===== src/shared/ptw_cfg.svh =====
// constants of the bus target with wake event
`ifndef PTW_CFG_SVH
`define PTW_CFG_SVH
`define PTW_CLK_MAX_KHZ 66670
`define PTW_CLK_KHZ 25000
// identification values below are arbitrary
`define PTW_VENDOR_ID 16'h1A2B
`define PTW_DEVICE_ID 16'h3C4D
`define PTW_CLASS_REV 32'h07000200
`define PTW_CFG_ID 6'h00
`define PTW_CFG_CMD 6'h01
`define PTW_CFG_CLASS 6'h02
`define PTW_CFG_BAR0 6'h04
`define PTW_CFG_CAPP 6'h0D
`define PTW_CFG_INT 6'h0F
`define PTW_CFG_PMC 6'h10
`define PTW_CFG_PMCSR 6'h11
`define PTW_CAP_OFFS 8'h40
`define PTW_PMC_VALUE 32'h7E030001
`define PTW_INT_PIN 8'h01
`define PTW_CMD_MEM 1
`define PTW_CMD_PERR 6
`define PTW_CMD_SERR 8
`define PTW_CMD_INTDIS 10
`define PTW_ST_DPERR 15
`define PTW_ST_SSERR 14
`define PTW_ST_INT 3
`define PTW_PM_EN 8
`define PTW_PM_ST 15
`define PTW_D3HOT 2'h3
`define PTW_D0 2'h0
`define PTW_MEM_GLOBAL 10'h020
`define PTW_CHANNEL_FUNCTION_CONTROL_IRINV 4
`define PTW_MCR_RTS 1
`define PTW_MCR_IRMODE 6
`define PTW_BUS_CFG_RD 4'hA
`define PTW_BUS_CFG_WR 4'hB
`define PTW_BUS_MEM_RD 4'h6
`define PTW_BUS_MEM_WR 4'h7
`define PTW_CMD_RESET 16'h0000
`define PTW_RX_IDLE 8'hFF
`endif


===== src/shared/ptw_pkg.sv =====
// types of the bus target with wake event
package ptw_pkg;
    typedef enum logic [1:0] {
        ST_IDLE,
        ST_CLAIM,
        ST_DATA,
        ST_TURN
    } ptw_state_type;

    typedef struct packed {
        ptw_state_type st;
        logic frame_n;
        logic [31:0] addr;
        logic [3:0] cmd;
        logic is_cfg;
        logic [31:0] ad_o;
        logic ad_oe;
        logic par_o;
        logic par_oe;
        logic devsel_n;
        logic trdy_n;
        logic stop_n;
        logic ctl_oe;
        logic apar;
        logic apar_chk;
        logic dpar;
        logic dpar_chk;
        logic [1:0] perr_cnt;
        logic serr;
        logic [15:0] cmd_reg;
        logic det_perr;
        logic sig_serr;
        logic [19:0] bar;
        logic [7:0] int_line;
        logic [1:0] pstate;
        logic pme_en;
        logic pme_st;
        logic [7:0][7:0] channel_function_control;
        logic [7:0][7:0] mcr;
        logic [7:0] pend;
        logic [7:0] ien;
        logic [7:0] rx_out;
    } ptw_regs_type;
endpackage


===== src/design/ptw_target.sv =====
// bus target: config space, channel controls, parity, interrupt, wake
`timescale 1ns/1ps

module ptw_target (
    input wire logic clk_sys_i,
    input wire logic resetn_i,
    input wire logic [31:0] ad_i,
    output logic [31:0] ad_o,
    output logic ad_oe_n_o,
    input wire logic [3:0] cbe_n_i,
    input wire logic par_i,
    output logic par_o,
    output logic par_oe_n_o,
    input wire logic frame_n_i,
    input wire logic irdy_n_i,
    input wire logic idsel_i,
    output logic devsel_n_o,
    output logic devsel_oe_n_o,
    output logic trdy_n_o,
    output logic trdy_oe_n_o,
    output logic stop_n_o,
    output logic stop_oe_n_o,
    output logic perr_n_o,
    output logic perr_oe_n_o,
    output logic serr_n_o,
    output logic serr_oe_n_o,
    output logic inta_n_o,
    output logic inta_oe_n_o,
    output logic pme_n_o,
    output logic pme_oe_n_o,
    input wire logic [7:0] rx_char_i,
    input wire logic [7:0] modem_chg_i,
    input wire logic [7:0] rx_i,
    output logic [7:0] rx_dec_o,
    output logic [7:0] rts_n_o
);
`include "ptw_cfg.svh"

    ptw_pkg::ptw_regs_type q;
    ptw_pkg::ptw_regs_type d;

    // ========================================================
    // reset image, a constant so the async branch loads no logic
    localparam ptw_pkg::ptw_regs_type rst_val = '{
        st: ptw_pkg::ST_IDLE,
        frame_n: 1'b1,
        devsel_n: 1'b1,
        trdy_n: 1'b1,
        stop_n: 1'b1,
        cmd_reg: `PTW_CMD_RESET,
        pstate: `PTW_D0,
        rx_out: `PTW_RX_IDLE,
        default: '0
    };

    // ========================================================
    // read mux
    function automatic logic [31:0] cfg_rd(input ptw_pkg::ptw_regs_type r,
                                           input logic [5:0] idx);
        logic [31:0] v;
        v = 32'h0000_0000;
        unique case (idx)
            `PTW_CFG_ID: v = {`PTW_DEVICE_ID, `PTW_VENDOR_ID};
            `PTW_CFG_CMD: begin
                v = {r.det_perr, r.sig_serr, 10'h001, |(r.pend & r.ien),
                     3'h0, r.cmd_reg};
            end
            `PTW_CFG_CLASS: v = `PTW_CLASS_REV;
            `PTW_CFG_BAR0: v = {r.bar, 12'h000};
            `PTW_CFG_CAPP: v = {24'h000000, `PTW_CAP_OFFS};
            `PTW_CFG_INT: v = {16'h0000, `PTW_INT_PIN, r.int_line};
            `PTW_CFG_PMC: v = `PTW_PMC_VALUE;
            `PTW_CFG_PMCSR: begin
                v = {16'h0000, r.pme_st, 6'h00, r.pme_en, 6'h00, r.pstate};
            end
            default: v = 32'h0000_0000;
        endcase
        return v;
    endfunction

    function automatic logic [31:0] mem_rd(input ptw_pkg::ptw_regs_type r,
                                           input logic [9:0] idx);
        logic [31:0] v;
        v = 32'h0000_0000;
        if (idx < 10'h008) begin
            v = {16'h0000, r.mcr[idx[2:0]], r.channel_function_control[idx[2:0]]};
        end else if (idx == `PTW_MEM_GLOBAL) begin
            v = {16'h0000, r.ien, r.pend};
        end
        return v;
    endfunction

    // ========================================================
    // next state
    always_comb begin
        logic frame_start;
        logic hit_cfg;
        logic hit_mem;
        logic wr;
        logic xfer;
        logic [3:0] be;
        logic [5:0] ci;
        logic [9:0] mi;
        logic [7:0] ev;
        frame_start = 1'b0;
        hit_cfg = 1'b0;
        hit_mem = 1'b0;
        wr = 1'b0;
        xfer = 1'b0;
        be = ~cbe_n_i;
        ci = q.addr[7:2];
        mi = q.addr[11:2];
        ev = rx_char_i | modem_chg_i;
        d = q;
        d.frame_n = frame_n_i;
        d.apar_chk = 1'b0;
        d.dpar_chk = 1'b0;
        d.serr = 1'b0;
        // read parity follows driven AD one cycle later
        d.par_o = ^{q.ad_o, cbe_n_i};
        d.par_oe = q.ad_oe;
        frame_start = q.frame_n && !frame_n_i;

        unique case (q.st)
            ptw_pkg::ST_IDLE: begin
                if (frame_start) begin
                    d.addr = ad_i;
                    d.cmd = cbe_n_i;
                    d.apar = ^{ad_i, cbe_n_i};
                    d.apar_chk = 1'b1;
                    hit_cfg = idsel_i && ad_i[1:0] == 2'h0 &&
                        (cbe_n_i == `PTW_BUS_CFG_RD ||
                         cbe_n_i == `PTW_BUS_CFG_WR);
                    hit_mem = q.cmd_reg[`PTW_CMD_MEM] &&
                        q.pstate == `PTW_D0 && ad_i[31:12] == q.bar &&
                        (cbe_n_i == `PTW_BUS_MEM_RD ||
                         cbe_n_i == `PTW_BUS_MEM_WR);
                    d.is_cfg = hit_cfg;
                    if (hit_cfg || hit_mem) begin
                        d.st = ptw_pkg::ST_CLAIM;
                        d.ctl_oe = 1'b1;
                        d.devsel_n = 1'b0;
                    end
                end
            end
            ptw_pkg::ST_CLAIM: begin
                wr = q.cmd[0];
                d.ad_oe = !wr;
                d.ad_o = q.is_cfg ? cfg_rd(q, ci) : mem_rd(q, mi);
                d.trdy_n = 1'b0;
                // single data phase: disconnect with data
                d.stop_n = 1'b0;
                d.st = ptw_pkg::ST_DATA;
            end
            ptw_pkg::ST_DATA: begin
                wr = q.cmd[0];
                xfer = !irdy_n_i;
                if (xfer) begin
                    d.st = ptw_pkg::ST_TURN;
                    d.ad_oe = 1'b0;
                    d.devsel_n = 1'b1;
                    d.trdy_n = 1'b1;
                    d.stop_n = 1'b1;
                    d.dpar = ^{ad_i, cbe_n_i};
                    d.dpar_chk = wr;
                end
            end
            ptw_pkg::ST_TURN: begin
                // release after one cycle driven high
                d.ctl_oe = 1'b0;
                d.st = ptw_pkg::ST_IDLE;
            end
        endcase

        // register writes with byte enables
        if (xfer && wr && q.is_cfg) begin
            unique case (ci)
                `PTW_CFG_CMD: begin
                    if (be[0]) d.cmd_reg[7:0] = ad_i[7:0];
                    if (be[1]) d.cmd_reg[15:8] = {5'h00, ad_i[10:8]};
                end
                `PTW_CFG_BAR0: begin
                    if (be[1]) d.bar[3:0] = ad_i[15:12];
                    if (be[2]) d.bar[11:4] = ad_i[23:16];
                    if (be[3]) d.bar[19:12] = ad_i[31:24];
                end
                `PTW_CFG_INT: begin
                    if (be[0]) d.int_line = ad_i[7:0];
                end
                `PTW_CFG_PMCSR: begin
                    if (be[0]) d.pstate = ad_i[1:0];
                    if (be[1]) d.pme_en = ad_i[`PTW_PM_EN];
                end
                default: begin
                end
            endcase
        end else if (xfer && wr) begin
            if (mi < 10'h008) begin
                if (be[0]) d.channel_function_control[mi[2:0]] = ad_i[7:0];
                if (be[1]) d.mcr[mi[2:0]] = ad_i[15:8];
            end else if (mi == `PTW_MEM_GLOBAL) begin
                if (be[0]) d.pend = q.pend & ~ad_i[7:0];
                if (be[1]) d.ien = ad_i[15:8];
            end
        end

        // write-one clears of status; events below win
        if (xfer && wr && q.is_cfg && ci == `PTW_CFG_CMD && be[3]) begin
            if (ad_i[`PTW_ST_DPERR + 16]) d.det_perr = 1'b0;
            if (ad_i[`PTW_ST_SSERR + 16]) d.sig_serr = 1'b0;
        end
        if (xfer && wr && q.is_cfg && ci == `PTW_CFG_PMCSR && be[1]) begin
            if (ad_i[`PTW_PM_ST]) d.pme_st = 1'b0;
        end

        // address parity error to system error
        if (q.apar_chk && par_i != q.apar) begin
            d.det_perr = 1'b1;
            if (q.cmd_reg[`PTW_CMD_SERR] && q.cmd_reg[`PTW_CMD_PERR]) begin
                d.serr = 1'b1;
                d.sig_serr = 1'b1;
            end
        end

        // write data parity error: low one cycle then high
        if (q.perr_cnt != 2'h0) begin
            d.perr_cnt = q.perr_cnt - 2'h1;
        end
        if (q.dpar_chk && par_i != q.dpar) begin
            d.det_perr = 1'b1;
            if (q.cmd_reg[`PTW_CMD_PERR]) d.perr_cnt = 2'h2;
        end

        // interrupt sources
        d.pend = d.pend | ev;

        if (q.pstate == `PTW_D3HOT && q.pme_en && |ev) begin
            d.pme_st = 1'b1;
        end

        // normal receive passes the idle-high line
        for (int c = 0; c < 8; c++) begin
            d.rx_out[c] = rx_i[c];
            if (q.mcr[c][`PTW_MCR_IRMODE]) begin
                d.rx_out[c] = rx_i[c] ^ q.channel_function_control[c][`PTW_CHANNEL_FUNCTION_CONTROL_IRINV];
            end
        end
    end

    // ========================================================
    // state register
    // bus reset restores defaults
    always_ff @(posedge clk_sys_i or negedge resetn_i) begin
        if (!resetn_i) begin
            q <= rst_val;
        end else begin
            q <= d;
        end
    end

    // ========================================================
    // pins
    assign ad_o = q.ad_o;
    assign ad_oe_n_o = !q.ad_oe;
    assign par_o = q.par_o;
    assign par_oe_n_o = !q.par_oe;
    // target controls driven while selected and for one turnaround cycle after
    assign devsel_n_o = q.devsel_n;
    assign trdy_n_o = q.trdy_n;
    assign stop_n_o = q.stop_n;
    assign devsel_oe_n_o = !q.ctl_oe;
    assign trdy_oe_n_o = !q.ctl_oe;
    assign stop_oe_n_o = !q.ctl_oe;
    assign perr_n_o = q.perr_cnt != 2'h2;
    assign perr_oe_n_o = q.perr_cnt == 2'h0;
    assign serr_n_o = 1'b0;
    assign serr_oe_n_o = !q.serr;
    assign inta_n_o = 1'b0;
    assign inta_oe_n_o = !(|(q.pend & q.ien) &&
                           !q.cmd_reg[`PTW_CMD_INTDIS]);
    assign pme_n_o = 1'b0;
    assign pme_oe_n_o = !(q.pme_st && q.pme_en);
    assign rx_dec_o = q.rx_out;
    always_comb begin
        for (int c = 0; c < 8; c++) begin
            rts_n_o[c] = !q.mcr[c][`PTW_MCR_RTS];
        end
    end
endmodule


===== config.mk =====
export PLATFORM = sky130hd
export DESIGN_NAME = ptw_target
export DESIGN_NICKNAME = d
export VERILOG_FILES = /design/src/shared/ptw_pkg.sv /design/src/design/ptw_target.sv
export VERILOG_INCLUDE_DIRS = /design/src /design/src/shared
export SDC_FILE = /design/constraint.sdc
export NUM_CORES = 1
export LEC_CHECK = 0
export ABC_AREA = 0
export BUFFER_PORTS_ARGS = -buffer_cell sky130_fd_sc_hd__clkbuf_2
export CAP_MARGIN = 5
export CORE_ASPECT_RATIO = 2
export CORE_UTILIZATION = 55
export DETAILED_ROUTE_END_ITERATION = 16
export GPL_TIMING_DRIVEN = 0
export PLACE_DENSITY = 0.8
export SLEW_MARGIN = 20
export SYNTH_ARGS = -nofsm -noshare
export SYNTH_HDL_FRONTEND = slang
export SYNTH_SLANG_ARGS = --single-unit
export TNS_END_PERCENT = 100

===== constraint.sdc =====
create_clock -name clk_sys_i -period 3.2 [get_ports clk_sys_i]
set_input_delay 0.16 -clock clk_sys_i [delete_from_list [all_inputs] [get_ports clk_sys_i]]
set_output_delay 0.16 -clock clk_sys_i [all_outputs]
set_load 0.005 [all_outputs]

==> results of run 1 <==
==> worst max path at each step <==
stage	slack [ns]	depth (start not counted)	end	startpoint
after floorplan	0.54	7	q[24]$_DFFE_PN0P_	q[264]$_DFFE_PN0P_
after global placement	-3.17	1	ad_o[2]$_DFFE_PN0P_	resetn_i
after detailed placement	-0.28	6	q[191]$_DFFE_PN0P_	q[255]$_DFFE_PN0P_
after CTS	0.01	8	ad_o[5]$_DFFE_PN0P_	q[255]$_DFFE_PN0P_
after global routing	0.009	8	ad_o[4]$_DFFE_PN0P_	q[256]$_DFFE_PN0P_
final	0.04	9	ad_o[14]$_DFFE_PN0P_	q[256]$_DFFE_PN0P_
==> cells by family (layout without fill, tap and decap cells) <==
logic type / after synthesis / count (layout) / synth area share [%]
buffers and inverters: 131 / 363 / 5.30
AOI/OAI and AO/OA: 137 / 137 / 7.31
muxes: 232 / 232 / 23.0
DFF: 257 / 257 / 50.2
and+or+nand+nor: 170 / 170 / 6.94
other: 1 / 4 / 0.0292
adders and majority gates: 9 / 9 / 0.876
xor gates and xnor gates: 94 / 94 / 6.41
==> routing by layer <==
metal  GRT usage [%]  part of all wire [%]
met1            32.9                    32
met2            55.3                    52
met3            7.66                   6.2
met4            28.8                   9.6
met5               0                     0
==> report_power, final <==
group | switching [uW] | internal (uW) | leakage, uW
registers | 265 | 3520 | 0.00342
clock network | 1240 | 1650 | 0.000377
logic | 1680 | 1390 | 0.00338
total | 3180 | 6560 | 0.00718
==> worst max-delay path: cells and delay by family, from the launching register on <==
kind / cells / cell delay, ns
buffers and inverters: 2 / 1.26
muxes: 2 / 0.61
AOI/OAI and AO/OA: 3 / 0.53
and+or+nand+nor: 2 / 0.13
DFF: 1 / 0.49
==> timing repair <==
item                                    in CTS  in global routing
pin swaps                                    2                  4
endpoints found under the setup margin      52                118
hold buffers                                56                  0
hold endpoints to repair                   118                  0
buffers inserted                             2                  5
gates resized for setup                      7                 15
==> stage by stage <==
step | utilization, % | setup TNS [ns] | std cells | power, uW
after floorplan | - | 0 | 1033 | 5840
after global placement | 60.6 | -789.78 | 1440 | 6700
after detailed placement | 60.9 | -6.89 | 1442 | 6800
after CTS | 67.1 | 0 | 1542 | 9750
after global routing | 67.4 | 0 | 1545 | 10100
final | 67.4 | 0 | 1546 | 9740
==> synth_stat cells (9+ instances only) <==
| cell | instances |
|---|---|
| a211o_1 | 9 |
| a21oi_1 | 39 |
| a22oi_1 | 9 |
| buf_4 | 46 |
| clkbuf_1 | 47 |
| dfrtp_1 | 246 |
| dfstp_2 | 11 |
| ha_1 | 9 |
| inv_1 | 26 |
| mux2_2 | 183 |
| mux2i_1 | 17 |
| mux4_2 | 32 |
| nand2_1 | 62 |
| nor2_1 | 37 |
| nor3_1 | 10 |
| nor4_1 | 10 |
| o21a_1 | 11 |
| o21ai_0 | 17 |
| o221ai_1 | 11 |
| o31ai_1 | 9 |
| xnor2_1 | 68 |
| xor2_1 | 26 |
==> sequential cells by signal, indices dropped and copies added, names as in the netlist <==
signal      cells
q             213
ad_o           32
rx_dec_o        8
d               1
devsel_n_o      1
par_o           1
trdy_n_o        1
==> area by class of cell <==
class                      instances  area (um^2)  share of cell area, %
timing repair buffer             192         1350                   8.77
clock buffer                      37          731                   4.74
clock inverter                     5         57.6                  0.374
inverter                          27          101                  0.658
sequential                       257         6440                   41.8
antenna                            1         2.50                 0.0162
buffer                           102          582                   3.78
multi-input combinational        645         5780                   37.5
tap                              280          350                   2.27
==> impl_metrics.env, run 1 <==
export IMPL_fillCellCount=1646
export IMPL_cp_slowest_cell="clkbuf_1"
export IMPL_power_density_mw_per_mm2=632
export IMPL_final_cell_mix="dfrtp_1 (246), mux2_2 (183), clkbuf_2 (130)"
export IMPL_pin_count=131
export IMPL_synthToLayoutAreaGrowth_pct=19.9
export IMPL_fin_area_mm2=0.0154
export IMPL_nets=1324
export IMPL_vias_per_cell=6.07
export IMPL_synth_edf_count=0
export IMPL_yosysWarnings=0
export IMPL_cp_max_fo=10
export IMPL_synth_ff_type="dfrtp_1"
export IMPL_cts_buffers=24
export IMPL_seq_area_frac_synth_pct=50.2
export IMPL_rsz0062_at_grt="false"
export IMPL_drt_total_wl_mm=37.3
export IMPL_layout_drive_gt1_share_pct=37.4
export IMPL_crit_type="flop to flop"
export IMPL_rrSetupSlack_ns=0.04
export IMPL_portBuffers=127
export IMPL_outcome="complete, no violations"
export IMPL_min_path_type="primary input to flop"
export IMPL_clockBufferDepth=3
export IMPL_die_w_um=110
export IMPL_ctsHtreeMaxLevel=1
export IMPL_detail_route_antenna_nets=0
export IMPL_crit_path_cell_trace="clkbuf_1 -> clkbuf_1 -> mux4_2 -> mux2i_1 -> nor2_1 -> a21oi_1 -> nor2_1 -> a31oi_1 -> a21oi_1"
export IMPL_place_ws_ns=-0.280
export IMPL_r2r_start="q[256]$_DFFE_PN0P_"
export IMPL_grt_pass1_vias=9957
export IMPL_rows=78
export IMPL_synth_area_leader_cell="dfrtp_1"
export IMPL_drv_cap=0
export IMPL_worstPathArrival_ns=3.56
export IMPL_cts_sinks=257
export IMPL_finalClockSkew_ns=0.0151
export IMPL_cts_root_buffer="clkbuf_16"
export IMPL_hold_violations=0
export IMPL_netlist_area_leader_share_pct=47.9
export IMPL_insertion_delay_ns=0.53
export IMPL_syn_inst=1031
export IMPL_post_dp_hpwl_mm=25.9
export IMPL_chipHeight_um=218
export IMPL_drt_initial_drc_count=698
export IMPL_holdWs_ns=0.0528
export IMPL_timing_slew_headroom_pct=20.0
export IMPL_placed_area_mm2=0.0139
export IMPL_min_period_ns=3.16
export IMPL_avgRoutedWirePerCell_um=24.2
export IMPL_hold_path_cell_count=2
export IMPL_layout_commonest_cell="dfrtp_1"
export IMPL_clkTransAtPathRegs_ns=0.07
export IMPL_r2r_end="ad_o[14]$_DFFE_PN0P_"
export IMPL_worstPathRequired_ns=3.60
export IMPL_worstMarginPinSlew_ns=1.19
export IMPL_dr_pass1_iters=7
export IMPL_routed_via_count=9390
export IMPL_drc=0
export IMPL_whs_endpoint="q[133]$_DFFE_PN0P_"
export IMPL_max_stage_delay_ns=0.68
export IMPL_fmax_mhz=317
export IMPL_p_leak_uw=0.00718
export IMPL_tritoncts="built"
export IMPL_avgSynthCellArea_um2=12.5
export IMPL_grt_pass1_wl_mm=56.8
export IMPL_r2r_cells=9
export IMPL_grtUsageTotal_pct=32.8
export IMPL_yosysUniqueCellTypes=66
export IMPL_grt_max_degree=98
export IMPL_synth_cell_area_mm2=0.0128
export IMPL_ys_ff_latch=257
export IMPL_min_delay_start="ad_i[5]"
export IMPL_period_share_pct=98.7
export IMPL_setup_violations=0
export IMPL_setup_worst_path_end_class="flop"
export IMPL_setup_ws_ns=0.0415
export IMPL_gp_congestion=0.960
export IMPL_postSynth_asyncResetShare_pct=100
export IMPL_ir_drop_mv=0.679
export IMPL_start_util_pct=56.3
export IMPL_die_area_mm2=0.0240
export IMPL_startpoint_type="flop"
export IMPL_antenna_found_initial=0
export IMPL_grt_ovfl_total=0
export IMPL_synth_area_leaders="dfrtp_1 (48%), mux2_2 (16%), mux4_2 (5.6%)"
export IMPL_finalMaxSlewViolations=0
export IMPL_coreArea_mm2=0.0228
(Power assumes the default switching activity.)
==> run 2, diff against run 1 <==
--- a/config.mk
+++ b/config.mk
@@ -13,7 +13,7 @@
 export CORE_UTILIZATION = 55
 export DETAILED_ROUTE_END_ITERATION = 16
 export GPL_TIMING_DRIVEN = 0
-export PLACE_DENSITY = 0.8
+export PLACE_DENSITY_LB_ADDON = 0.05
 export SLEW_MARGIN = 20
 export SYNTH_ARGS = -nofsm -noshare
 export SYNTH_HDL_FRONTEND = slang
==> run 2 against run 1 <==
  * Sequential share of layout area is 0.075 points higher
  * Clock power down 3%
  * Largest power group unchanged
  * Clock skew shrank 0.0019 ns
==> impl_metrics.env, run 2 (synthesized netlist as in run 1, its figures left out) <==
export IMPL_ctsHtreeMaxLevel=1
export IMPL_drc=0
export IMPL_grtUsageTotal_pct=32.3
export IMPL_min_path_type="primary input to flop"
export IMPL_ir_drop_mv=0.695
export IMPL_worstMarginPinSlew_ns=1.11
export IMPL_utilization_pct=67.3
export IMPL_insertion_delay_ns=0.54
export IMPL_fillCellCount=1764
export IMPL_cts_root_buffer="clkbuf_16"
export IMPL_grt_ovfl_total=0
export IMPL_cts_sinks=257
export IMPL_routed_via_count=9111
export IMPL_r2r_end="ad_o[11]$_DFFE_PN0P_"
export IMPL_max_stage_delay_ns=0.57
export IMPL_crit_type="flop to flop"
export IMPL_crit_path_cell_trace="clkbuf_1 -> buf_2 -> mux4_2 -> mux2i_1 -> nor2_1 -> a21oi_1 -> o21ai_0 -> mux2_2"
export IMPL_power_density_mw_per_mm2=625
export IMPL_tritoncts="built"
export IMPL_drt_initial_drc_count=556
export IMPL_hold_violations=0
export IMPL_antenna_found_initial=0
export IMPL_layout_commonest_cell="dfrtp_1"
export IMPL_chipHeight_um=218
export IMPL_dr_pass1_iters=5
export IMPL_period_share_pct=96.8
export IMPL_post_dp_hpwl_mm=26.3
export IMPL_worstPathArrival_ns=3.52
export IMPL_drt_total_wl_mm=36.2
export IMPL_drv_cap=0
export IMPL_finalClockSkew_ns=0.0132
export IMPL_layout_drive_gt1_share_pct=37.3
export IMPL_synthToLayoutAreaGrowth_pct=19.7
export IMPL_r2r_cells=8
export IMPL_register_area_mm2=0.00644
export IMPL_start_util_pct=56.3
export IMPL_min_delay_start="idsel_i"
export IMPL_portBuffers=127
export IMPL_finalMaxSlewViolations=0
export IMPL_whs_endpoint="q[248]$_DFFE_PN0P_"
export IMPL_timing_slew_headroom_pct=25.6
export IMPL_largest_reg_flops=213
export IMPL_worstPathRequired_ns=3.63
export IMPL_critPathTopFamily="multiplexers"
export IMPL_nets=1324
export IMPL_min_period_ns=3.10
export IMPL_pin_count=131
export IMPL_setup_worst_path_end_class="flop"
export IMPL_crit_buf_inv=2
export IMPL_grt_pass1_wl_mm=55.7
export IMPL_p_leak_uw=0.00719
export IMPL_critical_path_depth=8
export IMPL_clockBufferDepth=3
export IMPL_hold_path_cell_count=3
export IMPL_fin_tns_setup_ns=0
export IMPL_final_cell_mix="dfrtp_1 (246), mux2_2 (183), clkbuf_2 (130)"
export IMPL_cp_slowest_cell="mux4_2"
export IMPL_clkTransAtPathRegs_ns=0.07
export IMPL_grt_max_degree=82
export IMPL_grt_pass1_vias=9776
export IMPL_coreArea_mm2=0.0228
export IMPL_setup_violations=0
export IMPL_outcome="complete, no violations"
export IMPL_cts_buffers=24
export IMPL_avgRoutedWirePerCell_um=23.4
export IMPL_r2r_start="q[255]$_DFFE_PN0P_"
export IMPL_rsz0062_at_grt="false"
export IMPL_vias_per_cell=5.89
export IMPL_die_w_um=110
export IMPL_cp_max_fo=10
export IMPL_startpoint_type="flop"
export IMPL_max_flop_register="q"
export IMPL_rrSetupSlack_ns=0.10
export IMPL_diodes=0
export IMPL_multiInputGateArea_mm2=0.00577
export IMPL_detail_route_antenna_nets=0
export IMPL_fmax_mhz=323
export IMPL_die_area_mm2=0.0240
export IMPL_rows=78
export IMPL_gp_congestion=0.951
[run 2: changes by cell type in the layout (fill, tap and decap cells not counted), moves of 2 or more]
cell	before	now
buf_2	2	4
clkbuf_1	49	52
clkinvlp_4	3	0
clkdlybuf4s15_2	0	2
clkinv_2	1	3
dlygate4sd3_1	56	53
[run 2: worst max path at each step]
stage	start	end
5_1_grt	q[255]$_DFFE_PN0P_	ad_o[13]$_DFFE_PN0P_
2_1_floorplan	q[264]$_DFFE_PN0P_	q[24]$_DFFE_PN0P_
6_report	q[255]$_DFFE_PN0P_	ad_o[11]$_DFFE_PN0P_
4_1_cts	q[256]$_DFFE_PN0P_	ad_o[5]$_DFFE_PN0P_
3_5_place_dp	q[255]$_DFFE_PN0P_	q[193]$_DFFE_PN0P_
3_3_place_gp	resetn_i	q[147]$_DFFE_PN0P_
[run 2: stage by stage]
step | total power [uW] | hold WS [ns] | instance area, um^2 | worst slack (ns) | instances
finish | 9610 | 0.0274 | 15400 | 0.102 | 1546
global route | 10100 | 0.00812 | 15400 | 0.0140 | 1546
CTS | 9660 | 0.00237 | 15300 | 0.0360 | 1542
detailed placement | 6810 | 0.160 | 13900 | -0.272 | 1444
global placement | 6750 | 0.263 | 13800 | -3.37 | 1440
floorplan | 5840 | -0.136 | 12900 | 0.539 | 1033
[run 2: layout make-up]
class / instances / area share [%]
Buffer: 103 / 3.89
Clock buffer: 40 / 4.76
Clock inverter: 3 / 0.0977
Inverter: 27 / 0.659
Multi-Input combinational cell: 645 / 37.5
Sequential cell: 257 / 41.9
Tap cell: 280 / 2.28
Timing Repair Buffer: 191 / 8.88
[run 2: worst register-to-register path, stage by stage (launching register included)]
cell and delay, ns:
dfrtp_1 0.32, clkbuf_1 0.45, buf_2 0.50, mux4_2 0.58
mux2i_1 0.34, nor2_1 0.07, a21oi_1 0.18, o21ai_0 0.21
mux2_2 0.33
[run 2: what timing repair did]
item                                   CTS  global route
buffers inserted                         2             5
pin swaps                                2             2
endpoints found under the hold margin  100             0
setup endpoints to repair               51           102
hold buffers                            53             0
gates resized for setup                 10            11
[run 2: metal layers]
| metal | part of all wire, % | vias up | track usage [%] |
|---|---|---|---|
| met5 | 0 | - | 0 |
| met4 | 8.6 | 0 | 24.7 |
| met3 | 4.2 | 150 | 5.07 |
| met2 | 53 | 318 | 56.5 |
| met1 | 34 | 4583 | 33.9 |
| li1 | - | 4060 | - |
[run 2: power by group]
part | total, uW | switching (uW) | internal [uW]
logic | 3070 | 1680 | 1400
clock network | 2790 | 1230 | 1550
registers | 3750 | 229 | 3520
total | 9610 | 3140 | 6470
